`src/mbcod_pkg.sv`:
```
// shared constants for the manchester and biphase-mark codec
package mbcod_pkg;
	// ****************************************
	// clock and bit timing
	// ****************************************
	localparam int          CLK_PERIOD_NS  = 8;
	localparam int          BIT_TIME_NS    = 8000;
	localparam int          BIT_CYC_DFLT   = BIT_TIME_NS / CLK_PERIOD_NS;
	localparam int          TMR_W          = 16;
	localparam int          EIGHTHS_SHIFT  = 3;
	localparam int          MC_NUM_EIGHTHS = 3;
	localparam int          BMC_NUM_EIGHTHS = 6;
	// ****************************************
	// pin synchroniser and stream path
	// ****************************************
	localparam int          SYNC_W         = 6;
	localparam int          PIN_SCK        = 0;
	localparam int          PIN_SDAT       = 1;
	localparam int          PIN_MC         = 2;
	localparam int          PIN_BMC        = 3;
	localparam int          PIN_CLR        = 4;
	localparam int          PIN_MODE       = 5;
	localparam int          DATA_W         = 1;
	localparam int          FIFO_DEPTH     = 16;
	localparam logic        RST_LEVEL      = 1'h0;
	// ****************************************
	// biphase decoder states
	// ****************************************
	typedef enum logic [1:0] {
		MBCOD_WAIT = 2'h0,
		MBCOD_RUN  = 2'h1
	} mbcod_bmc_state_t;
endpackage

```
`src/mbcod_stream_if.sv`:
```
// valid/ready stream carrier between codec modules
`timescale 1ns/10ps
interface mbcod_stream_if #(parameter int W = 1) ();
	logic         valid;
	logic         ready;
	logic [W-1:0] data;
	modport src (output valid, output data, input ready);
	modport snk (input valid, input data, output ready);
endinterface // mbcod_stream_if
```
`src/mbcod_bit_timer.sv`:
```
// reloadable interval timer giving one-cycle overflow pulses
`timescale 1ns/10ps
module mbcod_bit_timer
	import mbcod_pkg::*;
(
	input  wire logic             sys_clk_in,  // system clock
	input  wire logic             reset_in,    // async reset, high
	input  wire logic             reload_in,   // forced reload, holds count at zero
	input  wire logic [TMR_W-1:0] period_in,   // interval in clock cycles
	output logic                  ovf_out      // overflow pulse
);
	logic [TMR_W-1:0] cnt_ff;
	logic [TMR_W-1:0] last_cnt;

	// zero period behaves as one so the timer never stalls
	assign last_cnt = (period_in == '0) ? '0 : period_in - TMR_W'(1);

	// ****************************************
	// count and overflow
	// ****************************************
	// programmable interval timer
	always_ff @(posedge sys_clk_in or posedge reset_in) begin
		if (reset_in) begin
			cnt_ff  <= '0;
			ovf_out <= 1'h0;
		end else if (reload_in) begin
			cnt_ff  <= '0;
			ovf_out <= 1'h0;
		end else if (cnt_ff >= last_cnt) begin
			cnt_ff  <= '0;
			ovf_out <= 1'h1;
		end else begin
			cnt_ff  <= cnt_ff + TMR_W'(1);
			ovf_out <= 1'h0;
		end
	end

	// a held reload never lets an overflow out
	hold_no_ovf_a: assert property (@(posedge sys_clk_in) disable iff (reset_in)
		reload_in |=> !ovf_out) else $error("overflow while reload held");
endmodule // mbcod_bit_timer

```
`src/mbcod_codec.sv`:
```
// manchester and biphase-mark line encoder and decoder, top level
// How it works
// - manchester one is mid-bit rising edge
// - manchester zero is mid-bit falling edge
// - two equal halves of opposite level
// - manchester line is data xor serial clock
// - bit value taken from second half
// - mid-bit transition starts three-eighths timer
// - clock rises first overflow, falls second, stops
// - latch line value at six eighths
// - line xor latch rises at mid-bit
// - timer runs from difference rise, six eighths
// - reload is nor of difference and clock
// - biphase line toggles each clock rise
// - biphase extra toggle mid-bit for one
// - toggle state loads data xor itself
// - half-rate clock xor toggle is line
// - biphase bit is xnor of samples
// - biphase timer bit start to six eighths
// - restart on line change from sample, stop on overflow
// - biphase clock is inverted reload
// - clear input zeroes toggle, decoder and overrun flip-flops (overrun unless a bit drops that cycle), not synchronisers, line outputs or stream path
`timescale 1ns/10ps
module mbcod_codec
	import mbcod_pkg::*;
(
	input  wire logic             sys_clk_in,       // system clock, 125 MHz
	input  wire logic             reset_in,         // async reset, high
	input  wire logic             ser_clk_in,       // serial clock pin from controller
	input  wire logic             ser_data_in,      // serial data pin from controller
	input  wire logic             mc_line_in,       // manchester line pin
	input  wire logic             bmc_line_in,      // biphase-mark line pin
	input  wire logic             flop_clear_in,    // clear codec flip-flops, high
	input  wire logic             line_mode_in,     // 0 manchester, 1 biphase into fifo
	input  wire logic [TMR_W-1:0] bit_cycles_in,    // bit time in clock cycles
	input  wire logic             rx_ready_in,      // stream sink ready
	output logic                  manchester_line_out, // manchester encoded line
	output logic                  bmc_line_out,     // biphase-mark encoded line
	output logic                  mc_sck_out,       // recovered manchester clock
	output logic                  mc_data_out,      // decoded manchester bit
	output logic                  bmc_sck_out,      // recovered biphase clock
	output logic                  bmc_data_out,     // decoded biphase bit
	output logic                  rx_valid_out,     // stream word valid
	output logic [DATA_W-1:0]     rx_data_out,      // stream decoded bit
	output logic                  overrun_out       // bit lost to full fifo, sticky
);
	// ****************************************
	// pin synchronisers
	// ****************************************
	logic [SYNC_W-1:0] pins_raw;
	logic [SYNC_W-1:0] sync1_ff;
	logic [SYNC_W-1:0] sync2_ff;

	assign pins_raw = {line_mode_in, flop_clear_in, bmc_line_in, mc_line_in,
		ser_data_in, ser_clk_in};

	// two stages per pin, first stage read only by the second
	genvar gi;
	generate
		for (gi = 0; gi < SYNC_W; gi++) begin : g_sync
			always_ff @(posedge sys_clk_in or posedge reset_in) begin
				if (reset_in) begin
					sync1_ff[gi] <= RST_LEVEL;
					sync2_ff[gi] <= RST_LEVEL;
				end else begin
					sync1_ff[gi] <= pins_raw[gi];
					sync2_ff[gi] <= sync1_ff[gi];
				end
			end
		end
	endgenerate

	logic sck_s;
	logic sdat_s;
	logic mc_s;
	logic bmc_s;
	logic clr_s;
	logic mode_s;
	assign sck_s  = sync2_ff[PIN_SCK];
	assign sdat_s = sync2_ff[PIN_SDAT];
	assign mc_s   = sync2_ff[PIN_MC];
	assign bmc_s  = sync2_ff[PIN_BMC];
	assign clr_s  = sync2_ff[PIN_CLR];
	assign mode_s = sync2_ff[PIN_MODE];

	// ****************************************
	// encoders
	// ****************************************
	logic sck_prev_ff;
	logic sck_rise;
	logic sck_fall;
	logic toggle_state_ff;
	logic half_rate_clock_ff;

	assign sck_rise = sck_s && !sck_prev_ff;
	assign sck_fall = !sck_s && sck_prev_ff;

	// edge history of the serial clock
	always_ff @(posedge sys_clk_in or posedge reset_in) begin
		if (reset_in) begin
			sck_prev_ff <= 1'h0;
		end else begin
			sck_prev_ff <= sck_s;
		end
	end

	// xor gives one/zero as rising/falling mid-bit edge
	// idle-low clock with stable data makes equal halves
	always_ff @(posedge sys_clk_in or posedge reset_in) begin
		if (reset_in) begin
			manchester_line_out <= 1'h0;
		end else begin
			manchester_line_out <= sdat_s ^ sck_s;
		end
	end

	// toggle on falling clock for data one
	always_ff @(posedge sys_clk_in or posedge reset_in) begin
		if (reset_in) begin
			toggle_state_ff <= 1'h0;
		end else if (clr_s) begin
			toggle_state_ff <= 1'h0;
		end else if (sck_fall) begin
			toggle_state_ff <= sdat_s ^ toggle_state_ff;
		end
	end

	always_ff @(posedge sys_clk_in or posedge reset_in) begin
		if (reset_in) begin
			half_rate_clock_ff <= 1'h0;
		end else if (clr_s) begin
			half_rate_clock_ff <= 1'h0;
		end else if (sck_rise) begin
			half_rate_clock_ff <= !half_rate_clock_ff;
		end
	end

	// boundary toggle plus mid-bit toggle for one
	always_ff @(posedge sys_clk_in or posedge reset_in) begin
		if (reset_in) begin
			bmc_line_out <= 1'h0;
		end else begin
			bmc_line_out <= half_rate_clock_ff ^ toggle_state_ff;
		end
	end

	toggle_one_a: assert property (@(posedge sys_clk_in) disable iff (reset_in)
		sck_fall && sdat_s && !clr_s |=> toggle_state_ff != $past(toggle_state_ff))
		else $error("toggle state did not flip for one");
	toggle_zero_a: assert property (@(posedge sys_clk_in) disable iff (reset_in)
		sck_fall && !sdat_s && !clr_s |=> $stable(toggle_state_ff))
		else $error("toggle state moved for zero");
	half_rate_a: assert property (@(posedge sys_clk_in) disable iff (reset_in)
		sck_rise && !clr_s |=> ##1 bmc_line_out != $past(bmc_line_out))
		else $error("biphase line missed boundary toggle");
	mc_enc_a: assert property (@(posedge sys_clk_in) disable iff (reset_in)
		$rose(sck_s) && sdat_s |=> !manchester_line_out)
		else $error("manchester line not low in first half of a one");

	// ****************************************
	// decoder intervals
	// ****************************************
	logic [TMR_W-1:0] mc_period;
	logic [TMR_W-1:0] bmc_period;
	logic [TMR_W+2:0] mc_prod;
	logic [TMR_W+2:0] bmc_prod;

	// three and six eighths of the bit time
	assign mc_prod    = (TMR_W+3)'(bit_cycles_in) * (TMR_W+3)'(MC_NUM_EIGHTHS);
	assign bmc_prod   = (TMR_W+3)'(bit_cycles_in) * (TMR_W+3)'(BMC_NUM_EIGHTHS);
	assign mc_period  = TMR_W'(mc_prod >> EIGHTHS_SHIFT);
	assign bmc_period = TMR_W'(bmc_prod >> EIGHTHS_SHIFT);

	// ****************************************
	// manchester decoder
	// ****************************************
	logic latched_line_value_ff;
	logic mc_diff;
	logic mc_reload;
	logic mc_ovf;
	logic mc_push;

	// difference is zero after capture, rises mid-bit
	assign mc_diff   = mc_s ^ latched_line_value_ff;
	// reload is nor of difference and clock
	assign mc_reload = !(mc_diff || mc_sck_out);

	mbcod_bit_timer u_mc_timer (
		.sys_clk_in (sys_clk_in),
		.reset_in   (reset_in),
		.reload_in  (mc_reload),
		.period_in  (mc_period),
		.ovf_out    (mc_ovf)
	);

	// first overflow raises clock, second drops it
	always_ff @(posedge sys_clk_in or posedge reset_in) begin
		if (reset_in) begin
			mc_sck_out <= 1'h0;
		end else if (clr_s) begin
			mc_sck_out <= 1'h0;
		end else if (mc_ovf) begin
			mc_sck_out <= !mc_sck_out;
		end
	end

	// latch at second overflow, ends the run
	always_ff @(posedge sys_clk_in or posedge reset_in) begin
		if (reset_in) begin
			latched_line_value_ff <= 1'h0;
		end else if (clr_s) begin
			latched_line_value_ff <= 1'h0;
		end else if (mc_ovf && mc_sck_out) begin
			latched_line_value_ff <= mc_s;
		end
	end

	// bit taken in the second half at first overflow
	always_ff @(posedge sys_clk_in or posedge reset_in) begin
		if (reset_in) begin
			mc_data_out <= 1'h0;
		end else if (clr_s) begin
			mc_data_out <= 1'h0;
		end else if (mc_ovf && !mc_sck_out) begin
			mc_data_out <= mc_s;
		end
	end
	assign mc_push = mc_ovf && !mc_sck_out && !clr_s;

	mc_clk_rise_a: assert property (@(posedge sys_clk_in) disable iff (reset_in)
		mc_ovf && !mc_sck_out && !clr_s |=> mc_sck_out && mc_data_out == $past(mc_s))
		else $error("manchester clock or bit wrong at first overflow");
	mc_latch_a: assert property (@(posedge sys_clk_in) disable iff (reset_in)
		mc_ovf && mc_sck_out && !clr_s |=> !mc_sck_out
		&& latched_line_value_ff == $past(mc_s))
		else $error("manchester latch or clock wrong at second overflow");
	mc_hold_a: assert property (@(posedge sys_clk_in) disable iff (reset_in)
		!mc_diff && !mc_sck_out |=> !mc_ovf)
		else $error("manchester timer ran while reloaded");

	// ****************************************
	// biphase-mark decoder
	// ****************************************
	mbcod_bmc_state_t bmc_state_ff;
	logic prior_sample_ff;
	logic current_sample_ff;
	logic bmc_reload;
	logic bmc_ovf;
	logic bmc_push;

	assign bmc_reload = (bmc_state_ff != MBCOD_RUN);

	// timer from bit start to six eighths
	mbcod_bit_timer u_bmc_timer (
		.sys_clk_in (sys_clk_in),
		.reset_in   (reset_in),
		.reload_in  (bmc_reload),
		.period_in  (bmc_period),
		.ovf_out    (bmc_ovf)
	);

	// a line change after the sample restarts, overflow stops
	always_ff @(posedge sys_clk_in or posedge reset_in) begin
		if (reset_in) begin
			bmc_state_ff <= MBCOD_WAIT;
		end else if (clr_s) begin
			bmc_state_ff <= MBCOD_WAIT;
		end else begin
			case (bmc_state_ff)
				MBCOD_WAIT: begin
					if (bmc_s != current_sample_ff) begin
						bmc_state_ff <= MBCOD_RUN;
					end
				end
				MBCOD_RUN: begin
					if (bmc_ovf) begin
						bmc_state_ff <= MBCOD_WAIT;
					end
				end
				default: begin
					bmc_state_ff <= MBCOD_WAIT;
				end
			endcase
		end
	end

	// samples at six eighths, bit is their xnor
	always_ff @(posedge sys_clk_in or posedge reset_in) begin
		if (reset_in) begin
			prior_sample_ff   <= 1'h0;
			current_sample_ff <= 1'h0;
			bmc_data_out      <= 1'h0;
		end else if (clr_s) begin
			prior_sample_ff   <= 1'h0;
			current_sample_ff <= 1'h0;
			bmc_data_out      <= 1'h0;
		end else if (bmc_ovf && bmc_state_ff == MBCOD_RUN) begin
			prior_sample_ff   <= current_sample_ff;
			current_sample_ff <= bmc_s;
			bmc_data_out      <= !(bmc_s ^ current_sample_ff);
		end
	end
	assign bmc_push = bmc_ovf && (bmc_state_ff == MBCOD_RUN) && !clr_s;

	// registered copy of the run state; falls at six eighths
	always_ff @(posedge sys_clk_in or posedge reset_in) begin
		if (reset_in) begin
			bmc_sck_out <= 1'h0;
		end else begin
			bmc_sck_out <= !bmc_reload;
		end
	end

	bmc_data_a: assert property (@(posedge sys_clk_in) disable iff (reset_in)
		bmc_push |=> bmc_data_out == !($past(bmc_s) ^ $past(current_sample_ff)))
		else $error("biphase bit not xnor of samples");
	bmc_clk_a: assert property (@(posedge sys_clk_in) disable iff (reset_in)
		$rose(bmc_sck_out) |-> $past(bmc_s, 2) != $past(current_sample_ff, 2))
		else $error("biphase clock rose without a bit boundary");

	// ****************************************
	// decoded bit stream
	// ****************************************
	mbcod_stream_if #(.W(DATA_W)) push_if ();
	mbcod_stream_if #(.W(DATA_W)) pop_if ();

	// mode selects which decoder fills the fifo
	assign push_if.valid = mode_s ? bmc_push : mc_push;
	assign push_if.data  = DATA_W'(mode_s ? !(bmc_s ^ current_sample_ff) : mc_s);

	mbcod_fifo #(.WIDTH(DATA_W), .DEPTH(FIFO_DEPTH)) u_fifo (
		.sys_clk_in (sys_clk_in),
		.reset_in   (reset_in),
		.wr         (push_if.snk),
		.rd         (pop_if.src)
	);

	// output register stalls the fifo drain while it holds a word the sink is not ready for
	assign pop_if.ready = !rx_valid_out || rx_ready_in;
	always_ff @(posedge sys_clk_in or posedge reset_in) begin
		if (reset_in) begin
			rx_valid_out <= 1'h0;
			rx_data_out  <= '0;
		end else if (pop_if.ready) begin
			rx_valid_out <= pop_if.valid;
			rx_data_out  <= pop_if.data;
		end
	end

	// line bits cannot wait, so a full fifo drops and flags; set beats clear
	always_ff @(posedge sys_clk_in or posedge reset_in) begin
		if (reset_in) begin
			overrun_out <= 1'h0;
		end else if (push_if.valid && !push_if.ready) begin
			overrun_out <= 1'h1;
		end else if (clr_s) begin
			overrun_out <= 1'h0;
		end
	end

	clear_zero_a: assert property (@(posedge sys_clk_in) disable iff (reset_in)
		clr_s |=> !toggle_state_ff && !half_rate_clock_ff && !latched_line_value_ff
		&& !mc_sck_out) else $error("codec flop not cleared");
endmodule // mbcod_codec

```
`src/mbcod_fifo.sv`:
```
// synchronous valid/ready fifo for decoded bits
`timescale 1ns/10ps
module mbcod_fifo
	import mbcod_pkg::*;
#(
	parameter int WIDTH = DATA_W,
	parameter int DEPTH = FIFO_DEPTH
) (
	input  wire logic   sys_clk_in,  // system clock
	input  wire logic   reset_in,    // async reset, high
	mbcod_stream_if.snk wr,          // filling side
	mbcod_stream_if.src rd           // draining side
);
	localparam int AW = $clog2(DEPTH);
	logic [WIDTH-1:0] mem [DEPTH];
	logic [AW-1:0]    wr_ptr_ff;
	logic [AW-1:0]    rd_ptr_ff;
	logic [AW:0]      count_ff;
	logic             do_wr;
	logic             do_rd;

	// ****************************************
	// flags and handshakes
	// ****************************************
	assign wr.ready = (count_ff != (AW+1)'(DEPTH));
	assign rd.valid = (count_ff != '0);
	assign rd.data  = mem[rd_ptr_ff];
	assign do_wr    = wr.valid && wr.ready;
	assign do_rd    = rd.valid && rd.ready;

	// storage has no reset, only pointers and count do
	always_ff @(posedge sys_clk_in) begin
		if (do_wr) begin
			mem[wr_ptr_ff] <= wr.data;
		end
	end

	// pointers wrap naturally, depth is a power of two
	always_ff @(posedge sys_clk_in or posedge reset_in) begin
		if (reset_in) begin
			wr_ptr_ff <= '0;
			rd_ptr_ff <= '0;
			count_ff  <= '0;
		end else begin
			if (do_wr) begin
				wr_ptr_ff <= wr_ptr_ff + AW'(1);
			end
			if (do_rd) begin
				rd_ptr_ff <= rd_ptr_ff + AW'(1);
			end
			count_ff <= count_ff + (AW+1)'(do_wr) - (AW+1)'(do_rd);
		end
	end

	fifo_bound_a: assert property (@(posedge sys_clk_in) disable iff (reset_in)
		count_ff <= (AW+1)'(DEPTH)) else $error("fifo count beyond depth");
	fifo_full_a: assert property (@(posedge sys_clk_in) disable iff (reset_in)
		(count_ff == (AW+1)'(DEPTH)) |-> !wr.ready) else $error("ready while full");
endmodule // mbcod_fifo

```
`config.mk`:
```
export PLATFORM = sky130hd
export DESIGN_NAME = mbcod_codec
export DESIGN_NICKNAME = d
export VERILOG_FILES = /design/src/mbcod_pkg.sv /design/src/mbcod_stream_if.sv /design/src/mbcod_bit_timer.sv /design/src/mbcod_codec.sv /design/src/mbcod_fifo.sv
export SDC_FILE = /design/constraint.sdc
export NUM_CORES = 1
export LEC_CHECK = 0
export BUFFER_PORTS_ARGS = -buffer_cell sky130_fd_sc_hd__buf_4
export CORE_AREA = 2 2 105 107
export CTS_CLUSTER_SIZE = 25
export DETAILED_ROUTE_END_ITERATION = 8
export DIE_AREA = 0 0 107 109
export PLACE_DENSITY_LB_ADDON = 0.15
export SYNTH_ARGS = -nofsm -noshare
export SYNTH_HDL_FRONTEND = slang
export SYNTH_HIERARCHICAL = 1
export SYNTH_SLANG_ARGS = --single-unit
export TNS_END_PERCENT = 100
```
`constraint.sdc`:
```
create_clock -name sys_clk_in -period 4.17 [get_ports sys_clk_in]
set_input_delay 0.6255 -clock sys_clk_in [delete_from_list [all_inputs] [get_ports sys_clk_in]]
set_output_delay 0.6255 -clock sys_clk_in [all_outputs]
set_load 0.03 [all_outputs]
```
==> reports/results.ini, run 1 <==
[route]
viasPerCell=5.57
post-route-drc-count=0
wl_per_cell_um=15.0
drtAntennaViolNets=0
drt_wl_total_um=13800
route.vias.total=5126
dr.pass1.iters=5
drtIter0Drc=288

[clock_network]
cts_htree_levels=3
cts_buffers=9
cts_root_buf=clkbuf_8
clk_latency_ns=0.37
clock-sinks=90
clk_path_buf_depth=2
path_clk_slew_ns=0.09
cts_tree=done

[outcome]
violations=setup timing
status=finished with violations

[synth]
synth_area_sq_mm=0.00616
postSynthCellCount=642
async_flop_share=0.822
yosysSeqAreaShare=0.379
synth.distinct_cells=74
synth_ff_type=dfrtp_1
ys_warn_count=6
synth_edf_count=16
synth_area_per_cell_sq_um=9.59
synth-seq-cells=90

[setup_path]
r2r_slack_ns=1.31
critical_path_class=in -> reg
r2r-end=u_fifo/count_ff[4]$_DFF_PP0_
cpPeakStageDelay_ns=0.56
reg2reg_depth=15
worst-path-max-fanout=8
critPathRequiredTime_ns=4.48
worstSetupStartpointType=input pin
path_cells=buf_8, and2_4, fa_2, a21oi_2, o21ai_2, a21oi_2, o211ai_1, o311ai_2, xnor2_1, or4_4, or3_4, or3_4, or3_4, buf_6, nand2_4, ha_4, a21oi_2, o21ai_2, a41o_1, or4_4, buf_8, nor2_2
crit_path_end_kind=flop
crit_buf_inv=3
crit_arrival_ns=5.32
path_delay_family=simple AND/OR/NAND/NOR gates
cpMaxStageDelayCell=or4_4
r2r-start=mc_sck_out$_DFFE_PP0P_

[sta]
hold_ws_ns=0.312
rsz0062_at_grt=yes
relSlewSlack=0.266
hold_violations=0
tns_ns=-21.35
clock_skew_ns=0.00823
setup_violations=34
drv_slew=0
worst_pin_slew_ns=1.07
period_share=1.20
worst_slack_ns=-0.846
fmax_mhz=199
min_period_ns=5.02

[placement]
dp_hpwl_um=10200
portBuffers=33
place.gp.congestion=0.848
place_ws_ns=-1.26

[pwr]
intPower_mw=1.85
clockPowerShare=0.228
p_sw_uw=944
combPwrFrac=0.395
power_density_mw_per_mm2=352
p_sw_frac=0.338
leakagePower_nw=3.54
peakVddDrop_mv=0.328
power.total_mw=2.79
pwr-share-seq=0.377

[floorplan]
die-area_sq_mm=0.0117
io_pins=34
rows=38
coreArea_sq_mm=0.0106
start_util=0.581
die_w_um=107
die_h_um=109

[grt]
grt_pass1_vias=5268
grt_max_degree=28
grt_use_total=0.247
antenna_found_initial=0
grt_pass1_wl_um=23300
gr-total-overflow=0

[final_layout]
nFillCells=702
diodes=0
syn_to_final_growth_pct=28.8
drive_gt1_frac=0.304
multi_input_area_sq_mm=0.00397
final_util=0.748
ff_latch_area_sq_mm=0.00233
layout.nets=867

[run]
drv_cap=0

[min_path]
hold_class=in -> async

synth_stat cells (11+ instances only):
cell | n | area share
a21oi_1 | 25 | 0.020
dfrtp_1 | 74 | 0.30
edfxtp_1 | 16 | 0.078
ha_1 | 65 | 0.13
inv_1 | 37 | 0.023
nand2_1 | 66 | 0.040
nand2b_1 | 11 | 0.011
nand3_1 | 22 | 0.018
nand4_1 | 15 | 0.015
nor2_1 | 62 | 0.038
nor3_1 | 36 | 0.029
o21ai_0 | 13 | 0.011
xnor2_1 | 47 | 0.067
xor2_1 | 33 | 0.047
cell families after synthesis:
family | share of synthesized area
simple gates | 0.206
other cells | 0.000609
flops | 0.379
compound gates | 0.0994
fa+ha+maj | 0.139
xor+xnor | 0.114
mux | 0.0246
buf+inv | 0.0378
state kept, by name, indices dropped and copies added, names as in the netlist, 4 cells and up:
name	cells
u_bmc_timer/cnt_ff	16
u_fifo/mem	16
u_mc_timer/cnt_ff	16
sync1_ff	6
u_fifo/count_ff	5
u_fifo/rd_ptr_ff	4
u_fifo/wr_ptr_ff	4
power by group through the flow:
stage | Combinational, mW | Clock (mW) | Sequential [mW]
floorplan | 0.711 | 0 | 1.05
global placement | 0.972 | 0 | 1.06
detailed placement | 1.02 | 0 | 1.07
CTS | 1.09 | 0.651 | 1.05
global route | 1.22 | 0.681 | 1.06
finish | 1.10 | 0.636 | 1.05
what timing repair did:
action / in CTS / in global routing
hold buffers: 0 / 0
endpoints found under the setup margin: 34 / 34
pin swaps: 20 / 18
setup buffers: 24 / 2
cloned: 2 / 0
gates resized for setup: 46 / 27
area by class of cell:
cell class	instances	area share
clock buffer	10	0.0188
inverter	37	0.0175
tap	140	0.0221
clock inverter	6	0.00868
multi-input combinational	500	0.500
timing repair buffer	137	0.139
sequential	90	0.294
per-layer routing:
| metal | vias to the layer above | part of all wire | global-route usage |
|---|---|---|---|
| met5 | - | 0 | 0 |
| met4 | 0 | 0.024 | 0.0798 |
| met3 | 36 | 0.032 | 0.0389 |
| met2 | 122 | 0.54 | 0.476 |
| met1 | 2453 | 0.41 | 0.279 |
| li1 | 2515 | - | - |
how the worst max path moves through the flow:
stage                                 from                               to  slack, ns  depth (start not counted)
after floorplan           bit_cycles_in[1]  u_mc_timer/cnt_ff[12]$_DFF_PP0_      -1.12                         22
after global placement    bit_cycles_in[1]  u_mc_timer/cnt_ff[13]$_DFF_PP0_      -1.15                         21
after detailed placement  bit_cycles_in[1]   u_mc_timer/cnt_ff[5]$_DFF_PP0_      -1.26                         21
after CTS                 bit_cycles_in[1]   u_mc_timer/cnt_ff[7]$_DFF_PP0_      -0.80                         21
after global routing      bit_cycles_in[1]   u_mc_timer/cnt_ff[1]$_DFF_PP0_      -1.04                         22
final                     bit_cycles_in[1]   u_mc_timer/cnt_ff[7]$_DFF_PP0_      -0.85                         22
per-stage QoR:
step	area, sq um	std cells
2_1_floorplan	6320	644
4_1_cts	7790	919
3_5_place_dp	7270	885
3_3_place_gp	7270	885
6_report	7930	920
5_1_grt	7930	920
cells in the final DEF (no fill, tap or decap), drive strengths merged, types with 8 or more instances in the layout:
master / synthesis / final
xor2: 33 / 33
nand3: 22 / 22
xnor2: 47 / 47
dfrtp: 74 / 74
nor4: 11 / 11
edfxtp: 16 / 16
clkbuf: 7 / 10
a21oi: 27 / 27
nor2: 62 / 62
nor3: 36 / 36
buf: 10 / 137
nand2b: 11 / 11
o21ai: 15 / 15
ha: 65 / 65
mux2i: 8 / 8
inv: 37 / 40
nand4: 16 / 16
nand2: 66 / 66
Note: power is estimated with default switching activity, not from simulation.
==> inputs of run 2 (changes only) <==
--- a/config.mk
+++ b/config.mk
@@ -10,7 +10,7 @@
 export CTS_CLUSTER_SIZE = 25
 export DETAILED_ROUTE_END_ITERATION = 8
 export DIE_AREA = 0 0 107 109
-export PLACE_DENSITY_LB_ADDON = 0.15
+export PLACE_DENSITY = 0.73
 export SYNTH_ARGS = -nofsm -noshare
 export SYNTH_HDL_FRONTEND = slang
 export SYNTH_HIERARCHICAL = 1
==> run 2 against run 1 <==
  * Largest cell class unchanged
  * Sequential power barely moved
  * Design area shrank 0.68%
  * Worst setup slack better by 0.10 ns
  * Combinational power barely moved
  * Routed wire length increased by 3.2%
  * Die area stayed put
  * First-iteration DRC count grew 30%
  * The run still ends with setup timing left
  * Via count rose by 1.6%
  * Critical path depth decreased by 1
  * Sequential share of layout area grew 0.20 points
==> reports/results.ini, run 2 (synthesized netlist as in run 1, its figures left out) <==
[outcome]
status=finished with violations
violations=setup timing

[sta]
setup_violations=34  ; unchanged
worst_pin_slew_ns=1.07  ; -0.00341 ns
hold_violations=0  ; unchanged
period_share=1.18  ; -0.0242
tns_ns=-16.85  ; +4.50 ns
drv_slew=0  ; unchanged
min_period_ns=4.91  ; -0.101 ns
rsz0062_at_grt=yes
relSlewSlack=0.268  ; +0.00234
clock_skew_ns=0.0127  ; +0.00443 ns
fmax_mhz=203  ; +2.1%
worst_slack_ns=-0.745  ; +0.101 ns

[setup_path]
worstSetupStartpointType=input pin
r2r-start=mc_sck_out$_DFFE_PP0P_
r2r-end=u_fifo/count_ff[4]$_DFF_PP0_
crit_start=bit_cycles_in[1]
critical_path_class=in -> reg
crit_arrival_ns=5.22  ; -0.10 ns
worst-path-max-fanout=8  ; unchanged
critPathRequiredTime_ns=4.48  ; about the same
crit_path_end_kind=flop
reg2reg_depth=15  ; unchanged
r2r_slack_ns=1.28  ; -0.03 ns
crit_end=u_mc_timer/cnt_ff[8]$_DFF_PP0_

[run]
drv_cap=0  ; unchanged

[min_path]
hold_class=in -> async

[route]
post-route-drc-count=0  ; unchanged
drtAntennaViolNets=0  ; unchanged
route.vias.total=5206  ; +1.6%
drtIter0Drc=373  ; +30%
drt_wl_total_um=14200  ; +3.2%
dr.pass1.iters=7  ; +2
viasPerCell=5.65  ; +1.3%
wl_per_cell_um=15.4  ; +3.0%

[pwr]
leakagePower_nw=3.54  ; +0.11%
power.total_mw=2.75  ; -1.4%
peakVddDrop_mv=0.244  ; -26%
power_density_mw_per_mm2=349  ; -0.72%

[placement]
portBuffers=33  ; unchanged
place_ws_ns=-1.29  ; -0.0343 ns
place.gp.congestion=0.877  ; +3.4%
placed_area_sq_mm=0.00729  ; +0.28%
dp_hpwl_um=10500  ; +2.8%

[final_layout]
diodes=0  ; unchanged
layout.nets=869  ; +0.23%
syn_to_final_growth_pct=27.9
drive_gt1_frac=0.297  ; -0.00717
largestRegisters=u_bmc_timer/cnt_ff: 16 flops, u_fifo/mem: 16 flops, u_mc_timer/cnt_ff: 16 flops
final_util=0.743  ; -0.00507
finalInstanceArea_sq_mm=0.00788  ; -0.68%
layout_common_cells=131 x buf_4, 74 x dfrtp_1, 62 x nand2_1
layout_commonest_cell=buf_4

[floorplan]
die_h_um=109  ; unchanged
die-area_sq_mm=0.0117  ; unchanged
rows=38  ; unchanged
coreArea_sq_mm=0.0106  ; unchanged
start_util=0.581  ; unchanged
die_w_um=107  ; unchanged
io_pins=34  ; unchanged

[grt]
gr-total-overflow=0  ; unchanged
grt_pass1_wl_um=23800  ; +2.3%
grt_pass1_vias=5366  ; +1.9%
grt_max_degree=28  ; unchanged
grt_use_total=0.255  ; +0.00742
antenna_found_initial=0  ; unchanged

[clock_network]
clk_path_buf_depth=2  ; unchanged
cts_htree_levels=3  ; unchanged
clk_latency_ns=0.38  ; about the same
cts_tree=done
clock-sinks=90  ; unchanged
cts_buffers=9  ; unchanged
cts_root_buf=clkbuf_8
path_clk_slew_ns=0.10  ; about the same

## run 2: cell types whose count changed in the layout (fill, tap and decap cells not counted), moves of 5 or more
| cell | delta |
|---|---|
| buf_4 | +10 |
| buf_6 | -10 |
| nand2_1 | +5 |
| nand2_2 | -5 |
## run 2: worst min path at each step
stage | to | slack [ns] | cells past startpoint
after floorplan | bmc_s$_DFF_PP0_ | 0.33 | 0
after global placement | sck_s$_DFF_PP0_ | 0.33 | 0
after detailed placement | sck_s$_DFF_PP0_ | 0.33 | 0
after CTS | u_fifo/count_ff[2]$_DFF_PP0_ | 0.32 | 2
after global routing | sync1_ff[1]$_DFF_PP0_ | 0.32 | 1
final | u_fifo/count_ff[2]$_DFF_PP0_ | 0.31 | 2
## run 2: stage by stage
| step | instances | hold WS (ns) |
|---|---|---|
| after floorplan | 644 | 0.331 |
| after global placement | 886 | 0.333 |
| after detailed placement | 886 | 0.335 |
| after CTS | 915 | 0.316 |
| after global routing | 922 | 0.325 |
| final | 922 | 0.308 |
## run 2: area by class of cell
type                    count  area [sq um]
flip-flops and latches     90          2330
multi-input cells         501          3940
clock inverters             7          73.8
inverters                  37           139
well taps                 140           175
fillers                   736          2730
repair buffers            138          1090
clock buffers               9           124
## run 2: repair_timing
action                                  in CTS  in global routing
pin swaps                                   15                 10
gates resized for setup                     34                 17
hold buffers                                 0                  0
setup buffers                               10                  7
gates cloned                                 3                  0
endpoints found under the hold margin        0                  0
endpoints found under the setup margin      34                 34
## run 2: power breakdown
group	total [mW]	internal (mW)	switching (mW)
Combinational	1.11	0.556	0.552
Clock	0.594	0.238	0.356
Sequential	1.05	0.967	0.0827
Total	2.75	1.76	0.990
## run 2: metal layers
metal | routed length [um] | GRT usage | vias up | share of wire
met5 | 0 | 0 | - | 0
met4 | 285 | 0.0909 | 0 | 0.020
met3 | 547 | 0.0359 | 29 | 0.039
met2 | 7520 | 0.487 | 130 | 0.53
met1 | 5850 | 0.290 | 2519 | 0.41
li1 | - | - | 2528 | -
## run 2: critical path, stage by stage
cell and delay (ns):
buf_8 0.10, and2_4 0.15, fa_2 0.36, a21oi_2 0.16, o21ai_2 0.08, a21oi_2 0.15, o211ai_1 0.11, o311ai_2 0.10
xnor2_1 0.13, or4_4 0.49, or3_4 0.35, or3_4 0.36, or3_4 0.39, and2_4 0.18, ha_4 0.20, nand2b_4 0.14
a2111oi_4 0.32, nor4b_2 0.10, or4_4 0.45, buf_8 0.16, nor2_1 0.09
==> inputs of run 3 (changes only) <==
--- a/config.mk
+++ b/config.mk
@@ -5,12 +5,12 @@
 export SDC_FILE = /design/constraint.sdc
 export NUM_CORES = 1
 export LEC_CHECK = 0
-export BUFFER_PORTS_ARGS = -buffer_cell sky130_fd_sc_hd__buf_4
 export CORE_AREA = 2 2 105 107
 export CTS_CLUSTER_SIZE = 25
 export DETAILED_ROUTE_END_ITERATION = 8
 export DIE_AREA = 0 0 107 109
-export PLACE_DENSITY = 0.73
+export DONT_BUFFER_PORTS = 1
+export PLACE_DENSITY = 0.7
 export SYNTH_ARGS = -nofsm -noshare
 export SYNTH_HDL_FRONTEND = slang
 export SYNTH_HIERARCHICAL = 1
==> run 3 against run 2 <==
  * The run still ends with setup timing left
  * Combinational power is 7% lower
  * Non-clock buffer count is 45 lower
  * First-iteration DRC count is 48% lower
  * Design area is 4.2% lower
==> reports/results.ini, run 3 (synthesized netlist as in run 1, its figures left out) <==
[placement]
portBuffers=0  ; -100%
place.gp.congestion=0.863  ; -1.7%
dp_hpwl_um=10000  ; -4.2%
dp_cells=844  ; -4.7%
place_ws_ns=-1.12  ; +0.177 ns

[clock_network]
cts_root_buf=clkbuf_8
cts_buffers=9  ; unchanged
clk_latency_ns=0.37  ; about the same
clock-sinks=90  ; unchanged
cts_tree=done
cts_htree_levels=3  ; unchanged
clk_path_buf_depth=2  ; unchanged
path_clk_slew_ns=0.09  ; about the same

[final_layout]
layout.nets=824  ; -5.2%
instances_no_fill=877  ; -4.9%
diodes=0  ; unchanged
drive_gt1_frac=0.246  ; -0.0511
syn_to_final_growth_pct=22.5
layout_commonest_cell=buf_4
nFillCells=804  ; +9.2%
final_util=0.711  ; -0.0313
largestRegisters=u_bmc_timer/cnt_ff: 16 flops, u_fifo/mem: 16 flops, u_mc_timer/cnt_ff: 16 flops
layout_common_cells=85 x buf_4, 74 x dfrtp_1, 62 x nand2_1

[sta]
tns_ns=-15.65  ; +1.20 ns
setup_violations=34  ; unchanged
worst_pin_slew_ns=1.06  ; -0.00656 ns
worst_slack_ns=-0.716  ; +0.0288 ns
relSlewSlack=0.273  ; +0.00449
fmax_mhz=205  ; +0.59%
hold_violations=0  ; unchanged
min_period_ns=4.89  ; -0.0288 ns
rsz0062_at_grt=yes
drv_slew=0  ; unchanged
period_share=1.17  ; -0.00691
clock_skew_ns=0.0129  ; +0.000230 ns

[floorplan]
coreArea_sq_mm=0.0106  ; unchanged
start_util=0.581  ; unchanged
die-area_sq_mm=0.0117  ; unchanged
rows=38  ; unchanged
io_pins=34  ; unchanged
die_w_um=107  ; unchanged
die_h_um=109  ; unchanged

[route]
wl_per_cell_um=15.2  ; -1.0%
drtIter0Drc=194  ; -48%
route.vias.total=4920  ; -5.5%
dr.pass1.iters=7  ; unchanged
drtAntennaViolNets=0  ; unchanged
post-route-drc-count=0  ; unchanged
drt_wl_total_um=13400  ; -5.9%
viasPerCell=5.61  ; -0.64%

[setup_path]
crit_cells=21  ; unchanged
cpMaxStageDelayCell=or4_4
cpPeakStageDelay_ns=0.55  ; +0.06 ns
path_cells=and2_4, fa_2, a21oi_4, o21ai_2, a21oi_2, o211ai_1, o311ai_2, xnor2_1, or4_4, or3_4, or3_4, or3_4, buf_4, nand2_2, ha_4, nand4_1, nor3_1, a41o_1, or4_4, buf_6, nor2_1
crit_path_end_kind=flop
critical_path_class=in -> reg
critPathRequiredTime_ns=4.47  ; about the same
path_delay_family=simple AND/OR/NAND/NOR gates
worst-path-max-fanout=8  ; unchanged
worstSetupStartpointType=input pin
reg2reg_depth=15  ; unchanged
crit_arrival_ns=5.18  ; -0.04 ns
crit_buf_inv=2  ; unchanged
crit_top_cell=or3_4

[outcome]
status=finished with violations
violations=setup timing

[grt]
grt_max_degree=28  ; unchanged
antenna_found_initial=0  ; unchanged
grt_use_total=0.244  ; -0.0111
gr-total-overflow=0  ; unchanged
grt_pass1_wl_um=22700  ; -4.7%
grt_pass1_vias=5076  ; -5.4%

[min_path]
hold_class=in -> async

[pwr]
leakagePower_nw=3.32  ; -6.2%
peakVddDrop_mv=0.304  ; +24%
power.total_mw=2.79  ; +1.5%
power_density_mw_per_mm2=370  ; +6.0%

[run]
drv_cap=0  ; unchanged

-- run 3: changes by cell type in the layout (fill, tap and decap cells not counted), moves of 3 or more --
cell	delta
nor2_2	-7
bufinv_16	+3
buf_4	-46
buf_6	+4
nor2_1	+4
nor2_4	+3
inv_6	-4
-- run 3: metrics by stage --
step	hold WS, ns	area, sq um
3_3_place_gp	0.337	6960
2_1_floorplan	0.331	6320
5_1_grt	0.200	7540
4_1_cts	0.175	7400
6_report	0.169	7540
3_5_place_dp	0.344	6960
-- run 3: path summary, 6_finish.rpt --
| kind | from | endpoint | slack, ns |
|---|---|---|---|
| max | bit_cycles_in[1] | u_mc_timer/cnt_ff[7]$_DFF_PP0_ | -0.72 |
| max reg2reg | mc_sck_out$_DFFE_PP0P_ | u_fifo/count_ff[4]$_DFF_PP0_ | 1.18 |
| min in group sys_clk_in | ser_data_in | sync1_ff[1]$_DFF_PP0_ | 0.28 |
| min reg2reg | sync1_ff[2]$_DFF_PP0_ | mc_s$_DFF_PP0_ | 0.35 |
| max in group asynchronous | reset_in | clr_s$_DFF_PP0_ | 3.22 |
| min | reset_in | u_fifo/count_ff[3]$_DFF_PP0_ | 0.17 |
-- run 3: worst reg2reg max path: cells and delay by family, from the launching register on --
family | cells | cell delay (ns)
compound gates | 3 | 0.29
xor+xnor | 1 | 0.13
fa+ha+maj | 3 | 0.85
buf+inv | 4 | 0.29
flops | 1 | 0.54
simple gates | 4 | 0.83
-- run 3: what timing repair did --
item | CTS | global route
resized for setup | 28 | 28
hold buffers | 0 | 0
pin swaps | 22 | 24
cloned | 3 | 0
buffers inserted | 13 | 8
setup endpoints to repair | 34 | 34
-- run 3: area by class of cell --
cell class,count,area [sq um],area share
clock inverters,5,104,0.0138
repair buffers,93,732,0.0970
clock buffers,11,131,0.0174
multi-input cells,501,3930,0.521
well taps,140,175,0.0232
inverters,37,139,0.0184
flip-flops and latches,90,2330,0.309
-- run 3: power by group --
| part | leakage [nW] | switching, mW | internal [mW] |
|---|---|---|---|
| clock network | 0.118 | 0.296 | 0.398 |
| logic | 2.10 | 0.513 | 0.515 |
| registers | 1.11 | 0.103 | 0.967 |
| total | 3.32 | 0.912 | 1.88 |
-- run 3: metal layers --
metal,part of all wire,GRT usage
met5,0,0
met4,0.024,0.0891
met3,0.031,0.0424
met2,0.52,0.449
met1,0.42,0.284
